--- src/core/fcsl_pkg.sv ---
// fcsl_pkg: register map, field positions, command codes and sequencer states
// of the flash command and status logic.
// assumes: 32-bit apb, every register one aligned word at four times its index.
package fcsl_pkg;

  // ----------------------------------------------------------------
  // register indices and byte addresses
  // ----------------------------------------------------------------
  localparam logic [9:0] IDX_STATUS = 10'h105;
  localparam logic [9:0] IDX_COMMAND = 10'h106;
  localparam logic [9:0] IDX_RSV_ONE = 10'h107;
  localparam logic [9:0] IDX_CONFIG = 10'h110;
  localparam logic [9:0] IDX_CLKDIV = 10'h111;
  localparam logic [9:0] IDX_ARRAY = 10'h112;
  localparam logic [11:0] ADDR_STATUS = {IDX_STATUS, 2'b00};
  localparam logic [11:0] ADDR_COMMAND = {IDX_COMMAND, 2'b00};
  localparam logic [11:0] ADDR_RSV_ONE = {IDX_RSV_ONE, 2'b00};
  localparam logic [11:0] ADDR_CONFIG = {IDX_CONFIG, 2'b00};
  localparam logic [11:0] ADDR_CLKDIV = {IDX_CLKDIV, 2'b00};
  localparam logic [11:0] ADDR_ARRAY = {IDX_ARRAY, 2'b00};

  // ----------------------------------------------------------------
  // field positions
  // ----------------------------------------------------------------
  localparam int unsigned BIT_BUF_EMPTY = 7;
  localparam int unsigned BIT_CMD_DONE = 6;
  localparam int unsigned BIT_PROT_VIOL = 5;
  localparam int unsigned BIT_ACC_ERR = 4;
  localparam int unsigned BIT_BLANK = 2;
  localparam int unsigned BIT_FAIL = 1;
  localparam int unsigned BIT_BE_IE = 7;
  localparam int unsigned BIT_CC_IE = 6;
  localparam int unsigned BIT_SPECIAL = 0;
  localparam int unsigned BIT_DIV_LOADED = 7;

  // ----------------------------------------------------------------
  // command codes
  // ----------------------------------------------------------------
  localparam logic [6:0] CMD_ERASE_VERIFY = 7'h05;
  localparam logic [6:0] CMD_PROGRAM = 7'h20;
  localparam logic [6:0] CMD_BURST_PROGRAM = 7'h25;
  localparam logic [6:0] CMD_SECTOR_ERASE = 7'h40;
  localparam logic [6:0] CMD_MASS_ERASE = 7'h41;

  // ----------------------------------------------------------------
  // reset values and timing
  // ----------------------------------------------------------------
  localparam logic [6:0] RST_COMMAND = 7'h00;
  localparam logic [6:0] RST_CLKDIV = 7'h00;
  localparam logic [7:0] OP_CYCLES = 8'h10;

  typedef enum logic [1:0] {SEQ_IDLE, SEQ_ADDR, SEQ_CMD} fcsl_seq_t;

endpackage

--- src/core/fcsl_core.sv ---
// fcsl_core: flash status flags, command register and one-deep command buffer
// behind an apb slave, with the two interrupt request levels.
// assumes: the array side gives protect_hit and verify_blank as levels and
// cpu_stop as a one-cycle strobe, all synchronous to pclk.
//
// The APB interface to the registers was decided locally.
`timescale 1ns/10ps
`default_nettype none
// Operation
// - buffer-empty bit 7; write one launches
// - zero write mid-sequence aborts, sets access error
// - zero write never changes buffer-empty flag
// - buffer-empty with enable requests interrupt
// - complete clears on launch, sets when idle
// - burst chaining keeps complete flag cleared
// - complete flag ignores software writes
// - complete with enable requests interrupt
// - protected target sets violation; one clears
// - violation blocks launch and new sequence
// - access error on sequence, code, stop
// - access error clears only by one
// - access error blocks launch and sequence
// - blank reports erase verify result
// - blank clears on valid launch
// - special mode: one clears blank
// - fail sets on failed verify; one clears
// - other status bits read zero
// - command code bits 6:0; bit 7 zero
// - normal mode accepts five command codes
// - other codes set access error
// - reserved test register reads zero
// - launch without divider write errors out
// - enabled buffer-empty raises request
module fcsl_core
  import fcsl_pkg::*;
(
  // clock and reset
  input wire logic pclk,
  input wire logic presetn,
  // apb slave
  input wire logic [11:0] paddr,
  input wire logic psel,
  input wire logic penable,
  input wire logic pwrite,
  input wire logic [31:0] pwdata,
  input wire logic [3:0] pstrb,
  output logic [31:0] prdata,
  output logic pready,
  output logic pslverr,
  // array side
  input wire logic protect_hit,
  input wire logic verify_blank,
  input wire logic cpu_stop,
  output logic array_busy,
  // interrupt requests
  output logic irq_buffer_empty,
  output logic irq_command_complete
);

  typedef struct packed {
    fcsl_seq_t seq;
    logic [6:0] cmd;
    logic pend_v;
    logic [6:0] pend;
    logic act_v;
    logic [6:0] act;
    logic div_ld;
    logic [6:0] div;
    logic be_ie;
    logic cc_ie;
    logic special;
    logic [31:0] rdata;
    logic slverr;
  } fcsl_core_t;

  fcsl_core_t q, d;

  logic setup, wr, hit;
  logic [7:0] w;
  logic buffer_empty_flag, command_complete_flag;
  logic protection_violation_flag, access_error_flag, blank_flag, fail_flag;
  logic errs, launch, op_start, op_done;
  logic protection_violation_flag_set, protection_violation_flag_clr, acc_set, acc_clr;
  logic blank_set, blank_clr, fail_set, fail_clr;
  logic [7:0] status_rd;

  function automatic logic is_valid_cmd(input logic [6:0] c);
    is_valid_cmd = (c == CMD_ERASE_VERIFY) || (c == CMD_PROGRAM) || (c == CMD_BURST_PROGRAM) ||
                   (c == CMD_SECTOR_ERASE) || (c == CMD_MASS_ERASE);
  endfunction

  // ----------------------------------------------------------------
  // flags and operation timer
  // ----------------------------------------------------------------
  fcsl_sticky_flag u_protection_violation_flag (
    .pclk(pclk), .presetn(presetn), .set(protection_violation_flag_set), .clr(protection_violation_flag_clr), .flag(protection_violation_flag)
  );
  fcsl_sticky_flag u_access_error_flag (
    .pclk(pclk), .presetn(presetn), .set(acc_set), .clr(acc_clr), .flag(access_error_flag)
  );
  fcsl_sticky_flag u_blank (
    .pclk(pclk), .presetn(presetn), .set(blank_set), .clr(blank_clr), .flag(blank_flag)
  );
  fcsl_sticky_flag u_fail (
    .pclk(pclk), .presetn(presetn), .set(fail_set), .clr(fail_clr), .flag(fail_flag)
  );
  fcsl_op_timer u_timer (
    .pclk(pclk), .presetn(presetn), .start(op_start), .done(op_done), .busy()
  );

  // ----------------------------------------------------------------
  // bus decode and status view
  // ----------------------------------------------------------------
  assign setup = psel & ~penable;
  // zero-wait slave; writes land at the access edge
  assign wr = psel & penable & pwrite & pstrb[0];
  assign w = pwdata[7:0];
  assign hit = (paddr == ADDR_STATUS) || (paddr == ADDR_COMMAND) || (paddr == ADDR_RSV_ONE) ||
               (paddr == ADDR_CONFIG) || (paddr == ADDR_CLKDIV) || (paddr == ADDR_ARRAY);

  assign buffer_empty_flag = ~q.pend_v;
  assign command_complete_flag = ~q.pend_v & ~q.act_v;
  assign errs = protection_violation_flag | access_error_flag;

  always_comb begin
    status_rd = 8'h00;
    status_rd[BIT_BUF_EMPTY] = buffer_empty_flag;
    status_rd[BIT_CMD_DONE] = command_complete_flag;
    status_rd[BIT_PROT_VIOL] = protection_violation_flag;
    status_rd[BIT_ACC_ERR] = access_error_flag;
    status_rd[BIT_BLANK] = blank_flag;
    status_rd[BIT_FAIL] = fail_flag;
  end

  // ----------------------------------------------------------------
  // sequencer, buffer and registers
  // ----------------------------------------------------------------
  always_comb begin
    d = q;
    launch = 1'b0;
    op_start = 1'b0;
    protection_violation_flag_set = 1'b0;
    acc_set = 1'b0;
    blank_set = 1'b0;
    fail_set = 1'b0;
    protection_violation_flag_clr = 1'b0;
    acc_clr = 1'b0;
    fail_clr = 1'b0;
    blank_clr = 1'b0;

    // finished command: erase verify reports its result with the complete flag
    if (q.act_v && op_done) begin
      d.act_v = 1'b0;
      if (q.act == CMD_ERASE_VERIFY) begin
        blank_set = verify_blank;
        fail_set = ~verify_blank;
      end
    end
    // pending command moves up as soon as the engine is free, so a burst
    // program never shows the complete flag between its words
    if (q.pend_v && (!q.act_v || op_done)) begin
      d.act_v = 1'b1;
      d.act = q.pend;
      d.pend_v = 1'b0;
      op_start = 1'b1;
    end

    if (wr) begin
      if (paddr == ADDR_STATUS) begin
        protection_violation_flag_clr = w[BIT_PROT_VIOL];
        acc_clr = w[BIT_ACC_ERR];
        fail_clr = w[BIT_FAIL];
        blank_clr = q.special & w[BIT_BLANK];
        if (w[BIT_BUF_EMPTY]) begin
          if (q.seq == SEQ_CMD && !errs && !q.pend_v) begin
            if (q.div_ld) begin
              launch = 1'b1;
              d.pend_v = 1'b1;
              d.pend = q.cmd;
            end else begin
              acc_set = 1'b1;
            end
            d.seq = SEQ_IDLE;
          end else if (q.seq != SEQ_IDLE) begin
            acc_set = 1'b1;
            d.seq = SEQ_IDLE;
          end
        end else if (q.seq != SEQ_IDLE) begin
          acc_set = 1'b1;
          d.seq = SEQ_IDLE;
        end
        // a zero write outside a sequence sets no flag
      end else if (paddr == ADDR_COMMAND) begin
        if (q.seq == SEQ_IDLE) begin
          acc_set = 1'b1;
        end else if (q.special || is_valid_cmd(w[6:0])) begin
          d.cmd = w[6:0];
          d.seq = SEQ_CMD;
        end else begin
          acc_set = 1'b1;
          d.seq = SEQ_IDLE;
        end
      end else if (paddr == ADDR_ARRAY) begin
        // blocked entirely while an error flag stands
        if (!errs) begin
          if (q.seq == SEQ_IDLE && !q.pend_v) begin
            if (protect_hit) begin
              protection_violation_flag_set = 1'b1;
            end else begin
              d.seq = SEQ_ADDR;
            end
          end else begin
            acc_set = 1'b1;
            d.seq = SEQ_IDLE;
          end
        end
      end else if (paddr == ADDR_CONFIG) begin
        d.be_ie = w[BIT_BE_IE];
        d.cc_ie = w[BIT_CC_IE];
        d.special = w[BIT_SPECIAL];
      end else if (paddr == ADDR_CLKDIV) begin
        d.div = w[6:0];
        d.div_ld = 1'b1;
      end
    end

    blank_clr = blank_clr | launch;
    if (cpu_stop && !command_complete_flag) begin
      acc_set = 1'b1;
    end

    // read data captured in the setup cycle, shown in the access cycle
    if (setup) begin
      d.slverr = ~hit;
      d.rdata = 32'h0000_0000;
      if (!pwrite) begin
        if (paddr == ADDR_STATUS) begin
          d.rdata[7:0] = status_rd;
        end else if (paddr == ADDR_COMMAND) begin
          d.rdata[7:0] = {1'b0, q.cmd};
        end else if (paddr == ADDR_CONFIG) begin
          d.rdata[BIT_BE_IE] = q.be_ie;
          d.rdata[BIT_CC_IE] = q.cc_ie;
          d.rdata[BIT_SPECIAL] = q.special;
        end else if (paddr == ADDR_CLKDIV) begin
          d.rdata[7:0] = {q.div_ld, q.div};
        end
        // reserved test register and array port read zero
      end
    end
  end

  always_ff @(posedge pclk or negedge presetn) begin
    if (!presetn) begin
      q <= '0;
      q.seq <= SEQ_IDLE;
      q.cmd <= RST_COMMAND;
      q.div <= RST_CLKDIV;
    end else begin
      q <= d;
    end
  end

  // ----------------------------------------------------------------
  // outputs
  // ----------------------------------------------------------------
  assign prdata = q.rdata;
  assign pready = 1'b1;
  assign pslverr = psel & penable & q.slverr;
  assign array_busy = q.act_v;
  // levels, so they drop the cycle a flag or enable goes low
  assign irq_buffer_empty = buffer_empty_flag & q.be_ie;
  assign irq_command_complete = command_complete_flag & q.cc_ie;

  logic wr_status, wr_cmd, wr_array;
  assign wr_status = wr && (paddr == ADDR_STATUS);
  assign wr_cmd = wr && (paddr == ADDR_COMMAND);
  assign wr_array = wr && (paddr == ADDR_ARRAY);
endmodule
`default_nettype wire

--- src/core/fcsl_op_timer.sv ---
// fcsl_op_timer: stand-in for the array algorithm duration of one command.
// assumes: start is a one-cycle strobe; a restart reloads the count.
`timescale 1ns/10ps
`default_nettype none
module fcsl_op_timer
  import fcsl_pkg::*;
(
  // clock and reset
  input wire logic pclk,
  input wire logic presetn,
  // control
  input wire logic start,
  // status
  output logic done,
  output logic busy
);

  typedef struct packed {
    logic [7:0] cnt;
  } fcsl_timer_t;

  fcsl_timer_t q, d;

  always_comb begin
    d = q;
    if (start) begin
      d.cnt = OP_CYCLES;
    end else if (q.cnt != 8'h00) begin
      d.cnt = q.cnt - 8'h01;
    end
  end

  always_ff @(posedge pclk or negedge presetn) begin
    if (!presetn) begin
      q <= '0;
    end else begin
      q <= d;
    end
  end

  assign done = (q.cnt == 8'h01);
  assign busy = (q.cnt != 8'h00);

endmodule
`default_nettype wire

--- src/core/fcsl_sticky_flag.sv ---
// fcsl_sticky_flag: one status flag set by hardware, cleared by software.
// assumes: set and clear are single-cycle strobes on pclk.
`timescale 1ns/10ps
`default_nettype none
module fcsl_sticky_flag
  import fcsl_pkg::*;
(
  // clock and reset
  input wire logic pclk,
  input wire logic presetn,
  // control
  input wire logic set,
  input wire logic clr,
  // state
  output logic flag
);

  typedef struct packed {
    logic f;
  } fcsl_flag_t;

  fcsl_flag_t q, d;

  // set wins over a clear in the same cycle so no event is lost
  always_comb begin
    d = q;
    d.f = set | (q.f & ~clr);
  end

  always_ff @(posedge pclk or negedge presetn) begin
    if (!presetn) begin
      q <= '0;
    end else begin
      q <= d;
    end
  end

  assign flag = q.f;

endmodule
`default_nettype wire
--- config.mk ---
export PLATFORM = sky130hd
export DESIGN_NAME = fcsl_core
export DESIGN_NICKNAME = d
export VERILOG_FILES = /design/src/core/fcsl_pkg.sv /design/src/core/fcsl_core.sv /design/src/core/fcsl_op_timer.sv /design/src/core/fcsl_sticky_flag.sv
export SDC_FILE = /design/constraint.sdc
export NUM_CORES = 1
export LEC_CHECK = 0
export BUFFER_PORTS_ARGS = -buffer_cell sky130_fd_sc_hd__buf_2
export CAP_MARGIN = 20
export CORE_MARGIN = 1.5
export CORE_UTILIZATION = 54
export CTS_BUF_LIST = sky130_fd_sc_hd__clkbuf_8
export CTS_CLUSTER_SIZE = 30
export DETAILED_ROUTE_END_ITERATION = 12
export PLACE_DENSITY = 0.94
export SKIP_LAST_GASP = 1
export SYNTH_ARGS = -nofsm -noshare
export SYNTH_HDL_FRONTEND = slang
export SYNTH_SLANG_ARGS = --single-unit
--- constraint.sdc ---
create_clock -name pclk -period 2.3 [get_ports pclk]
set_clock_uncertainty 0.15 [all_clocks]
set_input_delay 0.115 -clock pclk [delete_from_list [all_inputs] [get_ports pclk]]
set_output_delay 0.115 -clock pclk [all_outputs]
set_load 0.05 [all_outputs]
==> reports/metrics.cfg <==
[outcome]
outcome=complete, but fails checks
violations=negative setup slack

[cells_and_area]
final_util=0.655
n_antenna_cell=0
area.growth.synth_to_final_pct=17.8
fin_cells=435
design_area_um2=3830
seqCellArea_um2=1430
fin_nets=414
multi_input_area_um2=1600
drive_above_1_share=0.261
fill_cells=415

[flow_run]
maxCapViolations=0

[sta]
slew_headroom=0.673
fin_setup_tns_ns=-0.0964
timing.final.hold_violations=0
holdWs_ns=0.0811
period_share=1.03
rsz0062_at_grt=yes
layout_min_cycle_time_ns=2.36
finalWorstSetupSlack_ns=-0.0605
tightestPinTransition_ns=0.484
max_freq_mhz=424
slew_viol_final=0
finalSetupViolCount=2

[clock_network]
root_buffer=clkbuf_8
cts_tree=yes
clk_latency_ns=0.34
clock-sinks=57
cts_buffers=9
clk_pin_slew_ns=0.07
htree_levels=3
cts_max_path_buffers=2

[placement]
gp_congestion=0.887
dp.cells=395
place_worst_setup_slack_ns=0.162
io_buffers=40
post-dp-hpwl_um=5080
place_area_um2=3370

[drt]
drc=0
ant_nets=0
vias=2570
wire_per_inst_um=17.5
viasPerCell=5.91
drt-total-wl_um=7620
first_pass_iters=7
drt_iter0_markers=313

[floorplanning]
io_pins=93
die_w_um=80.6
rows=28
dieHeight_um=80.6
die_area_um2=6490
coreArea_um2=5850
initial_core_util=0.556

[synthesis]
synth_top_family_by_area=simple AND/OR/NAND/NOR gates
dominantRegCellSynth=dfrtp_1
ys_warn_count=0
synth_compound_gate_area_share=0.102
synth-xor-area-share=0.0162
ys_types=60
muxShareOfSynthArea=0.133
synth_simple_gate_area_frac=0.197
synthAdderAreaFrac=0.0115
synth.cell_area_um2=3250
ys_seq_area_frac=0.439
synth_area_per_cell_um2=11.1
postSynth.asyncResetShare=1.00
syn_inst=294
synth_edf_count=0
synth-seq-cells=57

[hold_path]
hp-class=in -> reg

[worst_setup_path]
path_buf_inv=3
crit_chain=dlygate4sd3_1 > buf_2 > nor2_1 > dlygate4sd3_1 > nand2_1 > o41ai_1
crit_path_max_incr_delay_ns=0.64
worstPathArrival_ns=2.40
slowest_stage=dlygate4sd3_1
path_class=in -> reg
crit_required_ns=2.34
path_delay_family=buffers and inverters
cp_max_fo=6
endpoint_kind=flip-flop
cp_common_cell=dlygate4sd3_1
worst_setup_path_start_kind=input port

[power]
leakage_nw=1.97
power_mw=2.30
ir_worst_vdd_uv=447
powerDensity_nw_per_um2=600

[global_route]
grt_pass1_vias=2392
antenna_found_initial=0
grt_max_degree=58
grt.total_usage=0.246
grt_pass1_wl_um=11700
grt_overflow=0

## synthesized netlist by cell type, types with 4 or more instances
cell type | count | area share
dfrtp_1 | 57 | 0.44
buf_4 | 35 | 0.081
nand2_1 | 20 | 0.023
nor2_1 | 19 | 0.022
mux2_1 | 17 | 0.059
mux2_4 | 14 | 0.065
o21ai_0 | 13 | 0.020
nand2b_1 | 8 | 0.015
nand3_1 | 8 | 0.012
a21oi_1 | 6 | 0.0092
nor2b_1 | 6 | 0.012
nand4_1 | 5 | 0.0096
a221oi_1 | 4 | 0.011
inv_1 | 4 | 0.0046
o21ai_1 | 4 | 0.0062
o41ai_1 | 4 | 0.011
## report_power, final
group          switching (mW)  leakage, nW  internal [mW]
clock network           0.394        0.110          0.599
logic                   0.200         1.07         0.0877
registers             0.00691        0.787           1.01
## placed cells by master (no fill, tap or decap), types with 3 or more instances in the layout
master         Yosys  layout
a211oi_1           3       3
a21oi_1            6       6
a221oi_1           4       4
and2_1             3       3
and3_1             3       3
buf_2              2      40
buf_4             35       8
clkbuf_8           0       9
clkinv_2           0       3
conb_1             2      25
dfrtp_1           57      57
dlygate4sd3_1      0      19
ha_1               3       3
inv_1              4       5
mux2_1            17      17
mux2_4            14      14
mux2i_1            3       3
nand2_1           20      20
nand2b_1           8       8
nand3_1            8       8
nand4_1            5       5
nor2_1            19      19
nor2b_1            6       6
o21ai_0           13      13
o21ai_1            4       4
o41ai_1            4       4
xnor2_1            3       3
xor2_1             3       3
## kinds of logic (layout without fill, tap and decap cells)
family | count (synthesis) | count (layout)
simple gates | 98 | 98
flops | 57 | 57
compound gates | 48 | 48
buf+inv | 46 | 89
mux | 34 | 34
xor+xnor | 6 | 6
fa+ha+maj | 3 | 3
other cells | 2 | 25
## tightest hold or removal path: cells and delay by family
| kind | cells | cell delay (ns) |
|---|---|---|
| compound gates | 1 | 0.10 |
| simple gates | 2 | 0.19 |
| buf+inv | 1 | 0.12 |
## repair_timing
| action | CTS | global route |
|---|---|---|
| hold buffers | 20 | 0 |
| buffers inserted | 0 | 4 |
| endpoints found under the hold margin | 80 | 0 |
| setup endpoints to repair | 0 | 9 |
| resized for setup | 0 | 4 |
## state kept, by name (all words and copies together) (netlist names)
name                              flops
u_protection_violation_flag.flag      1
array_busy                            1
u_access_error_flag.flag              1
u_blank.flag                          1
q                                    36
u_timer.q                             8
prdata                                8
u_fail.flag                           1
## area by class of cell
class | count | area share
tap | 75 | 0.0245
sequential | 57 | 0.372
multi-input combinational | 214 | 0.418
clock inverter | 7 | 0.0225
timing repair buffer | 69 | 0.126
inverter | 4 | 0.00392
clock buffer | 9 | 0.0323
## worst paths after layout
kind	startpoint	end	slack, ns	cells past startpoint
setup / recovery	paddr[7]	u_protection_violation_flag.flag	-0.06	6
hold / removal	paddr[4]	u_protection_violation_flag.flag	0.08	4
setup reg to reg	u_timer.q[6]	u_fail.flag	0.11	5
hold reg to reg	q[49]	q[49]	0.34	1
max in group asynchronous	presetn	prdata[2]	1.60	3
min in group asynchronous	presetn	u_timer.q[3]	0.14	3
## metal layers
metal,vias up,global-route usage,wire length (um),share of wire
met5,-,0,0,0
met4,0,0.133,365,0.048
met3,46,0.0818,602,0.079
met2,157,0.369,3550,0.47
met1,1246,0.311,3100,0.41
li1,1121,-,-,-
No activity file was read; power rests on OpenSTA's default activity.
